## config.mk

```make
export PLATFORM = sky130hd
export DESIGN_NAME = fbt_engine
export DESIGN_NICKNAME = d
export VERILOG_FILES = /design/src/fbt_pkg.sv /design/src/fbt_sync2.sv /design/src/fbt_bcd_counter.sv /design/src/fbt_engine.sv
export SDC_FILE = /design/constraint.sdc
export NUM_CORES = 1
export LEC_CHECK = 0
export BUFFER_PORTS_ARGS = -buffer_cell sky130_fd_sc_hd__buf_2
export CAP_MARGIN = 20
export CORE_UTILIZATION = 55
export DETAILED_ROUTE_END_ITERATION = 10
export HOLD_SLACK_MARGIN = 0.08
export PLACE_DENSITY = 0.83
export SLEW_MARGIN = 0
export SYNTH_ARGS = -nofsm -noshare
export SYNTH_HDL_FRONTEND = slang
export SYNTH_SLANG_ARGS = --single-unit
```

## constraint.sdc

```tcl
create_clock -name pclk -period 14.7 [get_ports pclk]
set_input_delay 1.47 -clock pclk [delete_from_list [all_inputs] [get_ports pclk]]
set_output_delay 1.47 -clock pclk [all_outputs]
set_load 0.01 [all_outputs]
```

## src/fbt_pkg.sv

```systemverilog
package fbt_pkg;

	// ****************************************
	// Geometry and limits
	// ****************************************
	localparam int unsigned BLOCK_WORDS = 128;
	localparam logic [6:0] LAST_WORD = 7'h7F;
	localparam logic [10:0] MAX_BLK_SMALL = 11'd999;
	localparam logic [10:0] MAX_BLK_LARGE = 11'd1999;
	localparam int unsigned DM_WORDS_DEF = 6656;
	localparam int unsigned PM_WORDS_DEF = 32768;
	localparam logic [15:0] END_WORD_DEF = 16'h0001;

	// ****************************************
	// Register offsets
	// ****************************************
	localparam logic [7:0] OFS_STATUS = 8'h00;
	localparam logic [7:0] OFS_DONE = 8'h04;
	localparam logic [7:0] OFS_LEFT = 8'h08;
	localparam logic [7:0] OFS_CMD = 8'h0C;
	localparam logic [7:0] OFS_COUNT = 8'h10;
	localparam logic [7:0] OFS_BLOCK = 8'h14;
	localparam logic [7:0] OFS_WORD = 8'h18;
	localparam logic [7:0] OFS_CFG = 8'h1C;

	// ****************************************
	// Field positions and reset values
	// ****************************************
	localparam int unsigned ST_CLR = 0;
	localparam int unsigned ST_ACTIVE = 1;
	localparam int unsigned ST_DIR = 2;
	localparam int unsigned ST_FERR = 3;
	localparam int unsigned ST_ERR = 7;
	localparam int unsigned CMD_EDGE = 2;
	localparam int unsigned CMD_COND = 3;
	localparam int unsigned CFG_CAP2000 = 0;
	localparam int unsigned CFG_ROM = 1;
	localparam int unsigned CFG_IND = 2;
	localparam int unsigned FE_ABSENT = 0;
	localparam int unsigned FE_BCD = 1;
	localparam int unsigned FE_RANGE = 2;
	localparam int unsigned FE_MEM = 3;
	localparam logic [15:0] RST_WORD = 16'h0000;

	typedef enum logic [1:0] {
		FBT_OP_NONE = 2'b00,
		FBT_OP_READ = 2'b01,
		FBT_OP_WRITE = 2'b10,
		FBT_OP_LOAD = 2'b11
	} fbt_op_e;

	typedef enum logic [3:0] {
		FBT_IDLE = 4'b0000,
		FBT_CHECK = 4'b0001,
		FBT_BSTART = 4'b0010,
		FBT_SRC = 4'b0011,
		FBT_SWAIT = 4'b0100,
		FBT_DST = 4'b0101,
		FBT_DWAIT = 4'b0110,
		FBT_NEXT = 4'b0111,
		FBT_BLK = 4'b1000,
		FBT_DONE = 4'b1001
	} fbt_state_e;

	// ****************************************
	// BCD helpers
	// ****************************************
	function automatic logic fbt_is_bcd(input logic [15:0] v);
		fbt_is_bcd = (v[3:0] < 4'hA) && (v[7:4] < 4'hA) &&
			(v[11:8] < 4'hA) && (v[15:12] < 4'hA);
	endfunction

	function automatic logic [13:0] fbt_bcd2bin(input logic [15:0] v);
		fbt_bcd2bin = 14'(v[15:12]) * 14'd1000 + 14'(v[11:8]) * 14'd100 +
			14'(v[7:4]) * 14'd10 + 14'(v[3:0]);
	endfunction

	function automatic logic [15:0] fbt_bcd_step(input logic [15:0] v,
			input logic up);
		logic [15:0] r;
		logic go;
		r = v;
		go = 1'b1;
		for (int i = 0; i < 4; i++) begin
			if (go) begin
				if (up) begin
					go = (r[i*4 +: 4] == 4'h9);
					r[i*4 +: 4] = go ? 4'h0 : r[i*4 +: 4] + 4'h1;
				end else begin
					go = (r[i*4 +: 4] == 4'h0);
					r[i*4 +: 4] = go ? 4'h9 : r[i*4 +: 4] - 4'h1;
				end
			end
		end
		fbt_bcd_step = r;
	endfunction

endpackage

```

## src/fbt_sync2.sv

```systemverilog
`timescale 1ns/1ps
module fbt_sync2 (
	input wire logic pclk,
	input wire logic presetn,
	input wire logic d,
	output logic q
);
	typedef struct packed {
		logic s1;
		logic s2;
	} fbt_sync_s;

	fbt_sync_s s_q;
	fbt_sync_s s_d;

	always_comb begin
		s_d.s1 = d;
		s_d.s2 = s_q.s1;
	end

	always_ff @(posedge pclk or negedge presetn) begin
		if (!presetn) begin
			s_q <= '0;
		end else begin
			s_q <= s_d;
		end
	end

	assign q = s_q.s2;
endmodule // fbt_sync2

```

## src/fbt_bcd_counter.sv

```systemverilog
`timescale 1ns/1ps
module fbt_bcd_counter
	import fbt_pkg::*;
(
	input wire logic pclk,
	input wire logic presetn,
	input wire logic load,
	input wire logic [15:0] load_val,
	input wire logic step,
	input wire logic up,
	output logic [15:0] value
);
	typedef struct packed {
		logic [15:0] v;
	} fbt_cnt_s;

	fbt_cnt_s s_q;
	fbt_cnt_s s_d;

	always_comb begin
		s_d = s_q;
		if (load) begin
			s_d.v = load_val;
		end else if (step) begin
			s_d.v = fbt_bcd_step(s_q.v, up);
		end
	end

	always_ff @(posedge pclk or negedge presetn) begin
		if (!presetn) begin
			s_q.v <= RST_WORD;
		end else begin
			s_q <= s_d;
		end
	end

	assign value = s_q.v;
endmodule // fbt_bcd_counter

```

## src/fbt_engine.sv

```systemverilog
// Design decisions made here: the register offsets and register access over APB.
`timescale 1ns/1ps
// What this block does
// - File memory is moved in whole 128-word blocks, except when a failure stops a block read.
// - Capacity is 1000 or 2000 blocks, numbered from zero.
// - Transfer-active flag stays high while any block transfer runs.
// - Direction flag high out of file memory, low into it.
// - Error-clear bit driven high then low resets the file error flags.
// - Four-digit BCD count of blocks transferred so far.
// - Four-digit BCD count of blocks still to transfer in a block read or write.
// - Block read copies N blocks from source block into data memory.
// - Block read drops words that do not fit in the data area.
// - On failure a block read finishes the current word, then stops.
// - Block read flags error: unit absent, bad BCD, last block too high.
// - Block write copies N blocks from data memory into file memory.
// - Short last source block leaves rest of file block empty.
// - On power failure a block write finishes the current block.
// - Block write flags error: unit absent, bad BCD, last block too high.
// - Indirect operand not BCD or past its area raises the error flag.
// - Program load copies blocks from the load point, then runs them.
// - Load stops at block with end instruction or next non-program block.
// - Load always finishes the whole final block.
// - Load flags error: ROM memory, absent, bad start, does not fit.
module fbt_engine
	import fbt_pkg::*;
#(
	parameter int unsigned DM_WORDS = DM_WORDS_DEF,
	parameter int unsigned PM_WORDS = PM_WORDS_DEF,
	parameter logic [15:0] END_WORD = END_WORD_DEF
) (
	input wire logic pclk,
	input wire logic presetn,
	input wire logic psel,
	input wire logic penable,
	input wire logic pwrite,
	input wire logic [7:0] paddr,
	input wire logic [31:0] pwdata,
	output logic [31:0] prdata,
	output logic pready,
	output logic pslverr,
	input wire logic fm_present,
	input wire logic fm_fail,
	output logic fm_req,
	output logic fm_we,
	output logic [17:0] fm_addr,
	output logic [15:0] fm_wdata,
	input wire logic [15:0] fm_rdata,
	input wire logic fm_rprog,
	input wire logic fm_ack,
	output logic wm_req,
	output logic wm_we,
	output logic wm_space,
	output logic [15:0] wm_addr,
	output logic [15:0] wm_wdata,
	input wire logic [15:0] wm_rdata,
	input wire logic wm_ack,
	output logic run_loaded,
	output logic [15:0] run_addr,
	output logic xfer_active,
	output logic xfer_dir
);
	import fbt_pkg::*;

	typedef struct packed {
		fbt_state_e st;
		fbt_op_e op;
		logic edge_mode;
		logic cond;
		logic cond_prev;
		logic pend;
		logic clr;
		logic clr_prev;
		logic [2:0] cfg;
		logic [15:0] n_bcd;
		logic [15:0] blk_bcd;
		logic [15:0] waddr;
		logic active;
		logic dir;
		logic [3:0] ferr;
		logic err;
		logic [10:0] blk;
		logic [13:0] left;
		logic [6:0] word;
		logic [15:0] wptr;
		logic [15:0] data;
		logic first;
		logic end_seen;
		logic abort;
		logic fm_req;
		logic fm_we;
		logic [17:0] fm_addr;
		logic [15:0] fm_wdata;
		logic wm_req;
		logic wm_we;
		logic wm_space;
		logic [15:0] wm_addr;
		logic [15:0] wm_wdata;
		logic run_pend;
		logic run_pulse;
		logic [15:0] run_addr;
		logic cnt_ld;
		logic cnt_step;
		logic [31:0] prdata;
		logic pready;
		logic pslverr;
	} fbt_engine_s;

	fbt_engine_s s_q;
	fbt_engine_s s_d;
	logic present_s;
	logic fail_s;
	logic err_set;
	logic [15:0] done_cnt;
	logic [15:0] left_cnt;
	logic [10:0] max_blk;
	logic [13:0] n_bin;
	logic [13:0] blk_bin;
	logic [14:0] last_blk;
	logic [15:0] eff_addr;
	logic [16:0] area;
	logic [3:0] bad;

	// ****************************************
	// Pin synchronisers and counters
	// ****************************************
	fbt_sync2 u_sync_present (.pclk(pclk), .presetn(presetn),
		.d(fm_present), .q(present_s));
	fbt_sync2 u_sync_fail (.pclk(pclk), .presetn(presetn),
		.d(fm_fail), .q(fail_s));

	fbt_bcd_counter u_done (.pclk(pclk), .presetn(presetn),
		.load(s_q.cnt_ld), .load_val(RST_WORD), .step(s_q.cnt_step),
		.up(1'b1), .value(done_cnt));
	fbt_bcd_counter u_left (.pclk(pclk), .presetn(presetn),
		.load(s_q.cnt_ld),
		.load_val(s_q.op == FBT_OP_LOAD ? RST_WORD : s_q.n_bcd),
		.step(s_q.cnt_step && s_q.op != FBT_OP_LOAD),
		.up(1'b0), .value(left_cnt));

	// ****************************************
	// Operand checks
	// ****************************************
	always_comb begin
		max_blk = s_q.cfg[CFG_CAP2000] ? MAX_BLK_LARGE : MAX_BLK_SMALL;
		n_bin = fbt_bcd2bin(s_q.n_bcd);
		blk_bin = fbt_bcd2bin(s_q.blk_bcd);
		last_blk = 15'(blk_bin) + 15'(n_bin) - 15'd1;
		area = (s_q.op == FBT_OP_LOAD) ? 17'(PM_WORDS) : 17'(DM_WORDS);
		eff_addr = s_q.cfg[CFG_IND] ? 16'(fbt_bcd2bin(s_q.waddr)) : s_q.waddr;
		bad = '0;
		bad[FE_ABSENT] = !present_s;
		bad[FE_BCD] = !fbt_is_bcd(s_q.blk_bcd) ||
			(s_q.op != FBT_OP_LOAD && !fbt_is_bcd(s_q.n_bcd));
		bad[FE_RANGE] = (s_q.op == FBT_OP_LOAD) ?
			(15'(blk_bin) > 15'(max_blk)) :
			(n_bin != '0 && last_blk > 15'(max_blk));
		bad[FE_MEM] = (s_q.op == FBT_OP_LOAD && s_q.cfg[CFG_ROM]) ||
			(s_q.cfg[CFG_IND] && (!fbt_is_bcd(s_q.waddr) ||
			17'(eff_addr) >= area));
	end

	// ****************************************
	// Next state
	// ****************************************
	always_comb begin
		s_d = s_q;
		err_set = 1'b0;
		s_d.pready = 1'b0;
		s_d.pslverr = 1'b0;
		s_d.run_pulse = 1'b0;
		s_d.cnt_ld = 1'b0;
		s_d.cnt_step = 1'b0;
		s_d.cond_prev = s_q.cond;
		s_d.clr_prev = s_q.clr;
		if (s_q.edge_mode && s_q.cond && !s_q.cond_prev) begin
			s_d.pend = 1'b1;
		end
		if (psel && penable && !s_q.pready) begin
			s_d.pready = 1'b1;
			s_d.prdata = '0;
			case (paddr)
				OFS_STATUS: s_d.prdata[7:0] = {s_q.err, s_q.ferr, s_q.dir,
					s_q.active, s_q.clr};
				OFS_DONE: s_d.prdata[15:0] = done_cnt;
				OFS_LEFT: s_d.prdata[15:0] = left_cnt;
				OFS_CMD: s_d.prdata[3:0] = {s_q.cond, s_q.edge_mode, s_q.op};
				OFS_COUNT: s_d.prdata[15:0] = s_q.n_bcd;
				OFS_BLOCK: s_d.prdata[15:0] = s_q.blk_bcd;
				OFS_WORD: s_d.prdata[15:0] = s_q.waddr;
				OFS_CFG: s_d.prdata[2:0] = s_q.cfg;
				default: s_d.pslverr = 1'b1;
			endcase
		end
		if (psel && penable && s_q.pready && pwrite) begin
			case (paddr)
				OFS_STATUS: s_d.clr = pwdata[ST_CLR];
				OFS_CMD: begin
					s_d.op = fbt_op_e'(pwdata[1:0]);
					s_d.edge_mode = pwdata[CMD_EDGE];
					s_d.cond = pwdata[CMD_COND];
				end
				OFS_COUNT: s_d.n_bcd = pwdata[15:0];
				OFS_BLOCK: s_d.blk_bcd = pwdata[15:0];
				OFS_WORD: s_d.waddr = pwdata[15:0];
				OFS_CFG: s_d.cfg = pwdata[2:0];
				default: s_d.cfg = s_q.cfg;
			endcase
		end
		if (s_q.clr_prev && !s_q.clr) begin
			s_d.ferr = '0;
			s_d.err = 1'b0;
		end
		if (s_q.run_pend && (s_q.edge_mode || !s_q.cond)) begin
			s_d.run_pulse = 1'b1;
			s_d.run_pend = 1'b0;
		end
		case (s_q.st)
			FBT_IDLE: begin
				if (s_q.op != FBT_OP_NONE &&
						(s_q.edge_mode ? s_q.pend : s_q.cond)) begin
					s_d.pend = 1'b0;
					s_d.st = FBT_CHECK;
				end
			end
			FBT_CHECK: begin
				if (bad != '0) begin
					s_d.ferr = s_d.ferr | bad;
					s_d.err = 1'b1;
					err_set = 1'b1;
					s_d.st = FBT_IDLE;
				end else begin
					s_d.active = 1'b1;
					s_d.dir = (s_q.op != FBT_OP_WRITE);
					s_d.blk = blk_bin[10:0];
					s_d.left = (s_q.op == FBT_OP_LOAD) ? '0 : n_bin;
					s_d.wptr = eff_addr;
					s_d.run_addr = eff_addr;
					s_d.word = '0;
					s_d.cnt_ld = 1'b1;
					s_d.first = 1'b1;
					s_d.end_seen = 1'b0;
					s_d.abort = 1'b0;
					s_d.st = (s_q.op != FBT_OP_LOAD && n_bin == '0) ?
						FBT_DONE : FBT_BSTART;
				end
			end
			FBT_BSTART: begin
				if (s_q.op == FBT_OP_LOAD &&
						17'(s_q.wptr) + 17'(BLOCK_WORDS) > 17'(PM_WORDS)) begin
					s_d.ferr[FE_MEM] = 1'b1;
					s_d.err = 1'b1;
					err_set = 1'b1;
					s_d.abort = 1'b1;
					s_d.st = FBT_DONE;
				end else begin
					s_d.st = FBT_SRC;
				end
			end
			FBT_SRC: begin
				if (s_q.op == FBT_OP_WRITE) begin
					if (17'(s_q.wptr) >= 17'(DM_WORDS)) begin
						s_d.data = '0;
						s_d.st = FBT_DST;
					end else begin
						s_d.wm_req = 1'b1;
						s_d.wm_we = 1'b0;
						s_d.wm_space = 1'b0;
						s_d.wm_addr = s_q.wptr;
						s_d.st = FBT_SWAIT;
					end
				end else begin
					s_d.fm_req = 1'b1;
					s_d.fm_we = 1'b0;
					s_d.fm_addr = {s_q.blk, s_q.word};
					s_d.st = FBT_SWAIT;
				end
			end
			FBT_SWAIT: begin
				if (s_q.op == FBT_OP_WRITE) begin
					if (wm_ack) begin
						s_d.wm_req = 1'b0;
						s_d.data = wm_rdata;
						s_d.st = FBT_DST;
					end
				end else if (fm_ack) begin
					s_d.fm_req = 1'b0;
					s_d.data = fm_rdata;
					if (s_q.op == FBT_OP_LOAD && s_q.word == '0 &&
							!s_q.first && !fm_rprog) begin
						s_d.st = FBT_DONE;
					end else begin
						if (s_q.op == FBT_OP_LOAD && fm_rdata == END_WORD) begin
							s_d.end_seen = 1'b1;
						end
						s_d.st = FBT_DST;
					end
				end
			end
			FBT_DST: begin
				if (s_q.op == FBT_OP_WRITE) begin
					s_d.fm_req = 1'b1;
					s_d.fm_we = 1'b1;
					s_d.fm_addr = {s_q.blk, s_q.word};
					s_d.fm_wdata = s_q.data;
					s_d.st = FBT_DWAIT;
				end else if (s_q.op == FBT_OP_READ &&
						17'(s_q.wptr) >= 17'(DM_WORDS)) begin
					s_d.st = FBT_NEXT;
				end else begin
					s_d.wm_req = 1'b1;
					s_d.wm_we = 1'b1;
					s_d.wm_space = (s_q.op == FBT_OP_LOAD);
					s_d.wm_addr = s_q.wptr;
					s_d.wm_wdata = s_q.data;
					s_d.st = FBT_DWAIT;
				end
			end
			FBT_DWAIT: begin
				if (s_q.op == FBT_OP_WRITE ? fm_ack : wm_ack) begin
					s_d.fm_req = 1'b0;
					s_d.wm_req = 1'b0;
					s_d.st = FBT_NEXT;
				end
			end
			FBT_NEXT: begin
				s_d.word = s_q.word + 7'd1;
				s_d.wptr = (s_q.wptr == 16'hFFFF) ? s_q.wptr : s_q.wptr + 16'd1;
				if (s_q.op == FBT_OP_READ && fail_s) begin
					s_d.abort = 1'b1;
					s_d.err = 1'b1;
					err_set = 1'b1;
					s_d.st = FBT_DONE;
				end else begin
					s_d.st = (s_q.word == LAST_WORD) ? FBT_BLK : FBT_SRC;
				end
			end
			FBT_BLK: begin
				s_d.cnt_step = 1'b1;
				s_d.first = 1'b0;
				s_d.blk = s_q.blk + 11'd1;
				if (s_q.op != FBT_OP_LOAD) begin
					s_d.left = s_q.left - 14'd1;
				end
				if (s_q.op == FBT_OP_WRITE && fail_s) begin
					s_d.abort = 1'b1;
					s_d.err = 1'b1;
					err_set = 1'b1;
					s_d.st = FBT_DONE;
				end else if (s_q.op == FBT_OP_LOAD) begin
					s_d.st = (s_q.end_seen || s_q.blk == max_blk) ?
						FBT_DONE : FBT_BSTART;
				end else begin
					s_d.st = (s_q.left == 14'd1) ? FBT_DONE : FBT_BSTART;
				end
			end
			FBT_DONE: begin
				s_d.active = 1'b0;
				if (s_q.op == FBT_OP_LOAD && !s_q.abort) begin
					s_d.run_pend = 1'b1;
				end
				s_d.st = FBT_IDLE;
			end
			default: s_d.st = FBT_IDLE;
		endcase
	end

	always_ff @(posedge pclk or negedge presetn) begin
		if (!presetn) begin
			s_q <= '0;
		end else begin
			s_q <= s_d;
		end
	end

	// ****************************************
	// Outputs
	// ****************************************
	assign prdata = s_q.prdata;
	assign pready = s_q.pready;
	assign pslverr = s_q.pslverr;
	assign fm_req = s_q.fm_req;
	assign fm_we = s_q.fm_we;
	assign fm_addr = s_q.fm_addr;
	assign fm_wdata = s_q.fm_wdata;
	assign wm_req = s_q.wm_req;
	assign wm_we = s_q.wm_we;
	assign wm_space = s_q.wm_space;
	assign wm_addr = s_q.wm_addr;
	assign wm_wdata = s_q.wm_wdata;
	assign run_loaded = s_q.run_pulse;
	assign run_addr = s_q.run_addr;
	assign xfer_active = s_q.active;
	assign xfer_dir = s_q.dir;
endmodule // fbt_engine

```

Yosys cells after proc, flatten, opt, wreduce, memory -nomap -nowiden
Cells that the tools add are included.
Word-level totals
  output and inout bits: 124
  input bits: 82
  register bits after elaboration: 282
Cells by class
  multipliers: 9
  muxes and demuxes: 125
  $add $sub $neg: 24
  reduce and logical (&&, ||, !) cells: 105
  bitwise gates (word level): 4
  equal/unequal tests: 53
  order comparisons: 17
Operators by type and width (number)
  $mux W16: 13
  $mux W4: 30
  $mux W35: 2
  $pmux W25 S2: 1
  $lt A4 B4 Y1 const B: 12
  $mux W48: 1
  $mux W1: 47
  $ne A2 B2 Y1 const B: 23
  $pmux W23 S2: 1
  $add A14 B11 Y14: 3
  $add A14 B4 Y14: 3
  $add A14 B8 Y14: 3
  $pmux W8 S5: 1
  $mux W19: 2
  $pmux W19 S2: 1
  $mux W36: 1
  $pmux W18 S2: 1
  $pmux W4 S9: 1
  $reduce_and A2 Y1: 17
  $logic_and A1 B1 Y1: 33
  $mul A4 B7 Y11 const B: 3
  $eq A8 B5 Y1 const B: 4
  $pmux W16 S2: 1
  $reduce_bool A2 Y1: 15
  other kinds (57): 118

Logic depth before layout (Yosys ltp)
Gate-level depths: netlist of the first run.
  depth after elaboration: 13
  mapped depth: 33
  depth with buffers taken out: 30

By module
Synthesis of the first run repeated with hierarchy kept, for this count alone.
Second synthesis, totals
  cell total of the unflattened synthesis: 2433
  area, all modules: 21928.5 um^2
By module, submodules not included
  fbt_engine: area each 19063.3 um^2, cells an instance 2069, times used 1
  fbt_bcd_counter: area each 1382.6 um^2, cells an instance 180, times used 2
  fbt_sync2: area each 50.0 um^2, cells an instance 2, times used 2

Worst setup path after synthesis of the first run
Ideal clock, no wire load.
  kind: reg-to-reg
  start point: reg s_q[229] (netlist bit)
  end point: reg s_q[181] (netlist bit)
  setup slack: 7.701 ns
  library setup time: 0.123 ns
  arrival: 6.877 ns
  cell stages (with the launch flop): 31
  buffers on the path: 2
  cell sequence: dfrtp_1 ha_1 fa_1 inv_1 fa_1 inv_1 fa_1 ha_1 ha_1 a211o_1 o21ai_0 ha_1 inv_1 ha_1 buf_2 a2111oi_0 o21a_1 o21bai_1 a21oi_1 xnor2_1 ha_1 nor2b_1 and4_1 o2111a_1 nor3_1 nor3_1 o21ai_1 a21boi_2 or2_2 buf_2 o221a_2
Between the ends
  word-level cells in the longest chain between the ends: 12
Ends and longest elaborated chain
  from (decl): line fbt_engine.sv:108  | fbt_engine_s s_q;
  from (signal assigned): line fbt_engine.sv:369  | s_q <= '0;
  from (signal assigned): line fbt_engine.sv:371  | s_q <= s_d;
  $mul A4 B7 Y11: line fbt_pkg.sv:74  | fbt_bcd2bin = 14'(v[15:12]) * 14'd1000 + 14'(v[11:8]) * 14'd100 +
  $add A14 B11 Y14: line fbt_pkg.sv:74
  $add A14 B8 Y14: line fbt_pkg.sv:74
  $add A14 B4 Y14: line fbt_pkg.sv:75  | 14'(v[7:4]) * 14'd10 + 14'(v[3:0]);
  $add A14 B14 Y15: line fbt_engine.sv:147  | last_blk = 15'(blk_bin) + 15'(n_bin) - 15'd1;
  $sub A15 B1 Y15: line fbt_engine.sv:147
  $gt A15 B11 Y1: line fbt_engine.sv:156  | (n_bin != '0 && last_blk > 15'(max_blk));
  $logic_and A1 B1 Y1: line fbt_engine.sv:156
  $mux W1: line fbt_engine.sv:154  | bad[FE_RANGE] = (s_q.op == FBT_OP_LOAD) ?
  $reduce_bool A4 Y1 (*): line fbt_engine.sv:226  | if (bad != '0) begin
  $ne A2 B2 Y1 (no line) (*)
  $reduce_and A2 Y1 (no line) (*)
Mark *: on every way between the ends. The rest lies on a longest branch, timed or not.
A chain may end at the register's enable or synchronous reset.

Worst setup path after layout of the first run
  start point: reg s_q[229] (netlist bit)
  end point: reg s_q[174] (netlist bit)
Between the ends
  word-level cells in the longest chain between the ends: 12
Ends and longest elaborated chain (line)
  $mul A4 B7 Y11: fbt_pkg.sv:74
  $add A14 B11 Y14: fbt_pkg.sv:74
  $add A14 B8 Y14: fbt_pkg.sv:74
  $add A14 B4 Y14: fbt_pkg.sv:75
  $add A14 B14 Y15: fbt_engine.sv:147
  $sub A15 B1 Y15: fbt_engine.sv:147
  $gt A15 B11 Y1: fbt_engine.sv:156
  $logic_and A1 B1 Y1: fbt_engine.sv:156
  $mux W1: fbt_engine.sv:154
  $reduce_bool A4 Y1 (*): fbt_engine.sv:226
  $ne A2 B2 Y1 (no line) (*)
  $reduce_and A3 Y1 (no line) (*)
Marks and branches as above.

==> results of run 1 <==
-- critical path, delay by kind of cell (launching register included) --
family	cells	cell delay, ns
adder cells (fa/ha/maj)	9	3.50
AO/OA/AOI/OAI	10	2.63
AND/OR/NAND/NOR	5	1.35
buffers and inverters	4	0.88
flip-flops	1	0.56
XOR/XNOR	1	0.10
-- sequential cells by signal, summed over array words and instances, names as in the netlist, 2 cells and up --
name,flops
s_q,136
fm_addr,18
fm_wdata,16
prdata,16
run_addr,16
u_done.value,16
u_left.value,16
wm_addr,16
wm_wdata,16
s_d,2
-- per-stage QoR --
step	hold slack (ns)	cells
after CTS	0.3553	2730
after floorplan	0.3312	2177
after global placement	0.3346	2673
after global routing	0.3592	2734
after detailed placement	0.3413	2674
final	0.3527	2735
-- layer usage --
layer	wire, µm	GRT usage (%)	vias to the layer above
li1	-	-	7706
met1	21850	36.15	8128
met2	25030	45.07	734
met3	3981	4.517	178
met4	2197	10.73	6
met5	44	0	-
-- cell type report --
| cell class | count | area [µm²] |
|---|---|---|
| Clock inverter | 18 | 259.0 |
| Antenna cell | 2 | 5.005 |
| Inverter | 179 | 671.9 |
| Clock buffer | 38 | 830.8 |
| Timing Repair Buffer | 195 | 1096 |
| Sequential cell | 282 | 7057 |
| Tap cell | 504 | 630.6 |
| Multi-Input combinational cell | 1517 | 11940 |
| Fill cell | 2940 | 14390 |
-- cell families after synthesis --
| group | count (synthesis) | share of synthesized area [%] |
|---|---|---|
| buffers and inverters | 378 | 9.148 |
| other | 1 | 0.01803 |
| adders and majority gates | 257 | 17.33 |
| xor gates and xnor gates | 67 | 2.821 |
| and+or+nand+nor | 525 | 12.40 |
| muxes | 152 | 8.060 |
| AOI/OAI and AO/OA | 500 | 16.29 |
| DFF | 282 | 33.92 |
-- cells in the mapped netlist, drive strengths merged (20+ instances only) --
cell type    n
ha         205
a21o        31
a21oi      105
nand2      164
o31ai       24
buf        132
nor2b       21
mux2       124
nand3       48
xnor2       39
nor3        47
inv        178
dfrtp      282
nor2       115
nand2b      21
o21ai      111
a22oi       36
a211oi      20
fa          52
clkbuf      67
mux2i       28
xor2        28
-- power breakdown --
part	total [µW]	internal, µW	switching, µW	leakage [µW]
Clock	822	492	330	0.000535
Sequential	1140	950	188	0.00376
Combinational	869	367	502	0.00726
-- worst paths after layout --
kind	start	to	cells past startpoint
worst max register to register	s_q[229]	s_q[174]	29
worst max-delay path	s_q[229]	s_q[174]	29
max in group asynchronous	presetn	s_q[213]	4
min in group asynchronous	presetn	fm_addr[8]	1
worst min-delay path	u_sync_fail.s_d[0]	u_sync_fail.q	0
worst min register to register	u_sync_fail.s_d[0]	u_sync_fail.q	0
==> impl_results.md, run 1 <==
- Status: completed
- Largest net degree at the start of global routing: roughly 130
- Startpoint class of the critical path: register
- Final hold viol count: 0
- Root Buffer: clkbuf_16
- Leak Pwr: about 0.012 µW
- Reg2reg setup slack: 5.52 ns
- Crit path DAT: between 9 and 10 ns
- Global-route usage over all layers: 27.40%
- DR vias: between 15,000 and 20,000
- Final setup skew: ~0.028 ns
- Hold Buf Count CTS: 0
- Setup CP Type: register to register
- Min Clock Period, post-route: about 9.2 ns
- Max-capacitance violation count: 0
- Vias in the first global route: ~16,000
- Buffers on Ports: 173
- PD cells: 125.8 mW/mm²
- Worst vdd ir: between 80 and 90 µV
- Final core utilization: ~61%
- Final HPWL DP: ~40,000 µm
- Clock buffer depth: 3
- Total CTS buffers: 30
- Total gr overflow: 0
- Starting DRC count in detailed routing: 1,541
- Cells after Synth: between 2,000 and 2,500
- CP most frequent cell: ha_1
- Synth top area cells: dfrtp_1 (34%), ha_1 (12%), mux2_2 (6.7%)
- Slowest CP cell: buf_4
- Routability cong.: ~0.93
- Worst hold path type: register to register
- H-tree depth: 1
- First-pass GRT wire length: 85,350 µm
- Post-DR vias/cell: between 6 and 7
- CP peak stage delay: 0.69 ns
- Layout cells sized above 1: between 15 and 20%
- CP Data Required Time: about 15 ns
- Clk slew on worst S/H paths: 0.06 ns
- Layout area overhead: 8.102%
- Core Area: ~0.037 mm²
- EDFF count, synth: 0
- Fin nets: between 2,000 and 3,000
- Initial antenna violation count: 5
- Synthesized area: 0.02080 mm²
- Most frequent cells in the layout: dfrtp_1 (282), ha_1 (205), inv_1 (177), buf_2 (172), nand2_1 (164)
- Ports: 206
- Wire per inst: slightly below 20 µm
- Pwr Total: roughly 2800 µW
- Die H: about 200 µm
- Slew @ Worst Pin: 1.053 ns
- Final instance area: ~0.022 mm²
- Setup crit end kind: register
- Synth cell types: 87
- Crit Path Max Fanout: 73
- Rows: 70
- Max Clk Rate: about 110 MHz
- Main flop type after synthesis: dfrtp_1
- Yosys reg bits: 282
- Post-synth top area cell: dfrtp_1
- Commonest non-fill, non-tap cell in the layout: dfrtp_1
- Initial Utilization: a little under three fifths
- Final wirelength: between 50,000 and 60,000 µm
- Initial DRT Pass Iterations: 7
- Placed cell area: about 0.021 mm²
- RSZ-0062 raised after global routing: no
- Clock net sink count: between 200 and 300
- Fin crit share: approximately 62%
- Die X-Extent: just under 200 µm
- Pre-CTS setup slack: 5.683 ns
- Clock latency on the worst-skew pair: around 0.59 ns
- Syn avg cell area: just under 10 µm²
- Setup TNS Final: 0 ns
- Fin. max-slew vios: 0
- Final setup viols: 0
- Die Area: 0.03860 mm²
- Post-synth ARST share: between 90% and 100%
- Post-CTS setup buffers: 0
- Sequential share of the synthesized area: approximately 34%
- Min setup slack post-route: around 5.5 ns
- Synth top area share: between 30% and 40%
- Final ANT Viol Nets: 0
- Synth Warn #: 0
- Slew headroom: approximately 30%
- CTS tree: yes
- Post-CTS sizing: 0
- Drt drc: 0
No activity file was read; power rests on OpenSTA's default activity.
==> run 2: changes to the inputs <==
--- a/config.mk
+++ b/config.mk
@@ -10,7 +10,7 @@
 export CORE_UTILIZATION = 55
 export DETAILED_ROUTE_END_ITERATION = 10
 export HOLD_SLACK_MARGIN = 0.08
-export PLACE_DENSITY = 0.83
+export PLACE_DENSITY = 0.86
 export SLEW_MARGIN = 0
 export SYNTH_ARGS = -nofsm -noshare
 export SYNTH_HDL_FRONTEND = slang
==> constraint.sdc (replaced) <==
create_clock -name pclk -period 7.5 [get_ports pclk]
set_input_delay 0.75 -clock pclk [delete_from_list [all_inputs] [get_ports pclk]]
set_output_delay 0.75 -clock pclk [all_outputs]
set_load 0.01 [all_outputs]
==> run 2 against run 1 <==
  * Global-route usage is 0.25 points higher
  * Flip-flop and latch count unchanged
  * Final area grew 2.8%
  * Register-to-register slack worse by 5.4 ns
  * Non-clock buffer count increased by 59
  * Maximum frequency grew 25%
  * Critical path depth up 1
  * Largest cell class unchanged
==> impl_results.md, run 2 (same netlist as run 1, synthesis figures left out) <==
- Pwr Total: 5546 µW (was 2829 µW)
- First-pass GRT wire length: 86,200 µm (was 85,350 µm)
- Initial DRT Pass Iterations: 6 (was 7)
- Leak Pwr: 0.01184 µW (was 0.01156 µW)
- Vias in the first global route: 16,700 (was 16,460)
- Final setup skew: 0.03637 ns (was 0.02774 ns)
- Worst hold margin: 0.2314 ns (was 0.3527 ns)
- Worst hold path type: input port to async pin (was register to register)
- Min Clock Period, post-route: 7.341 ns (was 9.183 ns)
- Setup crit end kind: register (unchanged)
- Max reg flops: 136 (unchanged)
- Layout area overhead: 11.18% (was 8.102%)
- Max Clk Rate: 136.2 MHz (was 108.9 MHz)
- Clock buffer depth: 3 (unchanged)
- Rows: 70 (unchanged)
- Worst vdd ir: 187.4 µV (was 89.62 µV)
- # fillers: 2,783 (was 2,940)
- Most frequent cells in the layout: dfrtp_1 (278), ha_1 (198), inv_1 (177), buf_2 (172), nand2_1 (164) (was dfrtp_1 (282), ha_1 (205), inv_1 (177), buf_2 (172), nand2_1 (164))
- Final hold viol count: 0 (unchanged)
- Post-DR vias/cell: 6.190 (was 6.125)
- Die X-Extent: 196.5 µm (unchanged)
- Initial Utilization: 56.42% (unchanged)
- Total CTS buffers: 29 (was 30)
- Final HPWL DP: 40,690 µm (was 39,200 µm)
- CP most frequent cell: ha_1 (unchanged)
- Crit Path Max Fanout: 13 (was 73)
- Slew headroom: 31.21% (was 29.62%)
- Status: completed (unchanged)
- Min setup slack post-route: 0.1591 ns (was 5.517 ns)
- Root Buffer: clkbuf_16 (unchanged)
- Clk slew on worst S/H paths: 0.06 ns (about the same)
- Routability cong.: 0.9586 (was 0.9348)
- Drt drc: 0 (unchanged)
- Fin. max-slew vios: 0 (unchanged)
- Total gr overflow: 0 (unchanged)
- Fin crit share: 97.88% (was 62.47%)
- Commonest non-fill, non-tap cell in the layout: dfrtp_1 (unchanged)
- Final setup viols: 0 (unchanged)
- CTS tree: yes (unchanged)
- Max-capacitance violation count: 0 (unchanged)
- Biggest register: s_q (unchanged)
- H-tree depth: 1 (unchanged)
- CP Data Required Time: 8.01 ns (was 15.15 ns)
- Layout cells sized above 1: 21.36% (was 17.90%)
- Clock latency on the worst-skew pair: 0.59 ns (about the same)
- Clock net sink count: 282 (unchanged)
- Die H: 196.5 µm (unchanged)
- Core Area: 0.03687 mm² (unchanged)
- Pre-CTS setup slack: -0.07489 ns (was 5.683 ns)
- Final ANT Viol Nets: 0 (unchanged)
- Wire per inst: 19.89 µm (was 19.42 µm)
- Initial antenna violation count: 1 (was 5)
- Ports: 206 (unchanged)
- CP peak stage delay: 0.66 ns (was 0.69 ns)
- Buffers on Ports: 173 (unchanged)
- Setup CP Type: register to register (unchanged)
- Final wirelength: 55,470 µm (was 53,110 µm)
- Startpoint class of the critical path: register (unchanged)
- Largest net degree at the start of global routing: 167 (was 131)
- Antenna cell count: 0 (was 2)
- Starting DRC count in detailed routing: 1,738 (was 1,541)
- PD cells: 239.8 mW/mm² (was 125.8 mW/mm²)
- Slowest CP cell: fa_2 (was buf_4)
- Die Area: 0.03860 mm² (unchanged)
- DR vias: 17,260 (was 16,750)
- Crit path DAT: 7.85 ns (was 9.63 ns)
- Fin nets: 2,602 (was 2,544)
- Slew @ Worst Pin: 1.032 ns (was 1.053 ns)
- Global-route usage over all layers: 27.65% (was 27.40%)
- Setup TNS Final: 0 ns (unchanged)
run 2: cell types whose count changed in the layout (fill, tap and decap cells not counted), sizes merged:
cell	change
buf	+57
clkbuf	+3
clkinv	-5
diode	-2
bufinv	-1
clkinvlp	+3
inv	-1
run 2: path summary, 6_finish.rpt:
path | startpoint | end | slack [ns] | depth (start not counted)
max | s_q[245] | s_q[166] | 0.16 | 30
min | presetn | fm_addr[14] | 0.23 | 1
max reg2reg | s_q[245] | s_q[166] | 0.16 | 30
min reg2reg | u_sync_present.s_d[0] | u_sync_present.q | 0.33 | 0
max in group asynchronous | presetn | s_q[214] | 5.71 | 2
min in group pclk | fm_fail | u_sync_fail.s_d[0] | 0.28 | 1
run 2: critical path, delay by kind of cell, from the launching register on:
family / cells / cell delay, ns
AOI/OAI and AO/OA: 7 / 1.46
xor gates and xnor gates: 3 / 0.49
adders and majority gates: 9 / 3.20
buffers and inverters: 5 / 0.59
DFF: 1 / 0.47
and+or+nand+nor: 6 / 1.03
run 2: area by class of cell:
cell class | count | area, µm² | area share (%)
sequential | 282 | 7062 | 30.53
clock buffer | 39 | 803.3 | 3.473
multi-input combinational | 1517 | 12150 | 52.55
tap | 504 | 630.6 | 2.727
clock inverter | 14 | 202.7 | 0.8764
inverter | 179 | 671.9 | 2.905
timing repair buffer | 254 | 1604 | 6.935
run 2: where the power goes:
group	switching [µW]	internal [µW]
combinational	1000	782
clock	624	895
sequential	383	1860
total	2010	3540
run 2: repair_timing:
| action | CTS | global route |
|---|---|---|
| pin swaps | 0 | 9 |
| setup endpoints to repair | 18 | 72 |
| hold buffers | 0 | 0 |
| buffers inserted | 0 | 2 |
| gates cloned | 0 | 2 |
| resized for setup | 3 | 44 |
run 2: routing by layer:
layer	up-vias	wire, µm	track usage (%)
met5	-	16	0
met4	2	2239	11.14
met3	199	4385	4.363
met2	884	26620	45.89
met1	8382	22210	36.15
li1	7797	-	-
run 2: through the flow:
stage	util, %	instances	area, µm²
2_1_floorplan	-	2177	20860
3_3_place_gp	59.10	2729	21790
3_5_place_dp	59.10	2729	21790
4_1_cts	61.84	2782	22800
5_1_grt	62.72	2789	23130
6_report	62.72	2789	23130
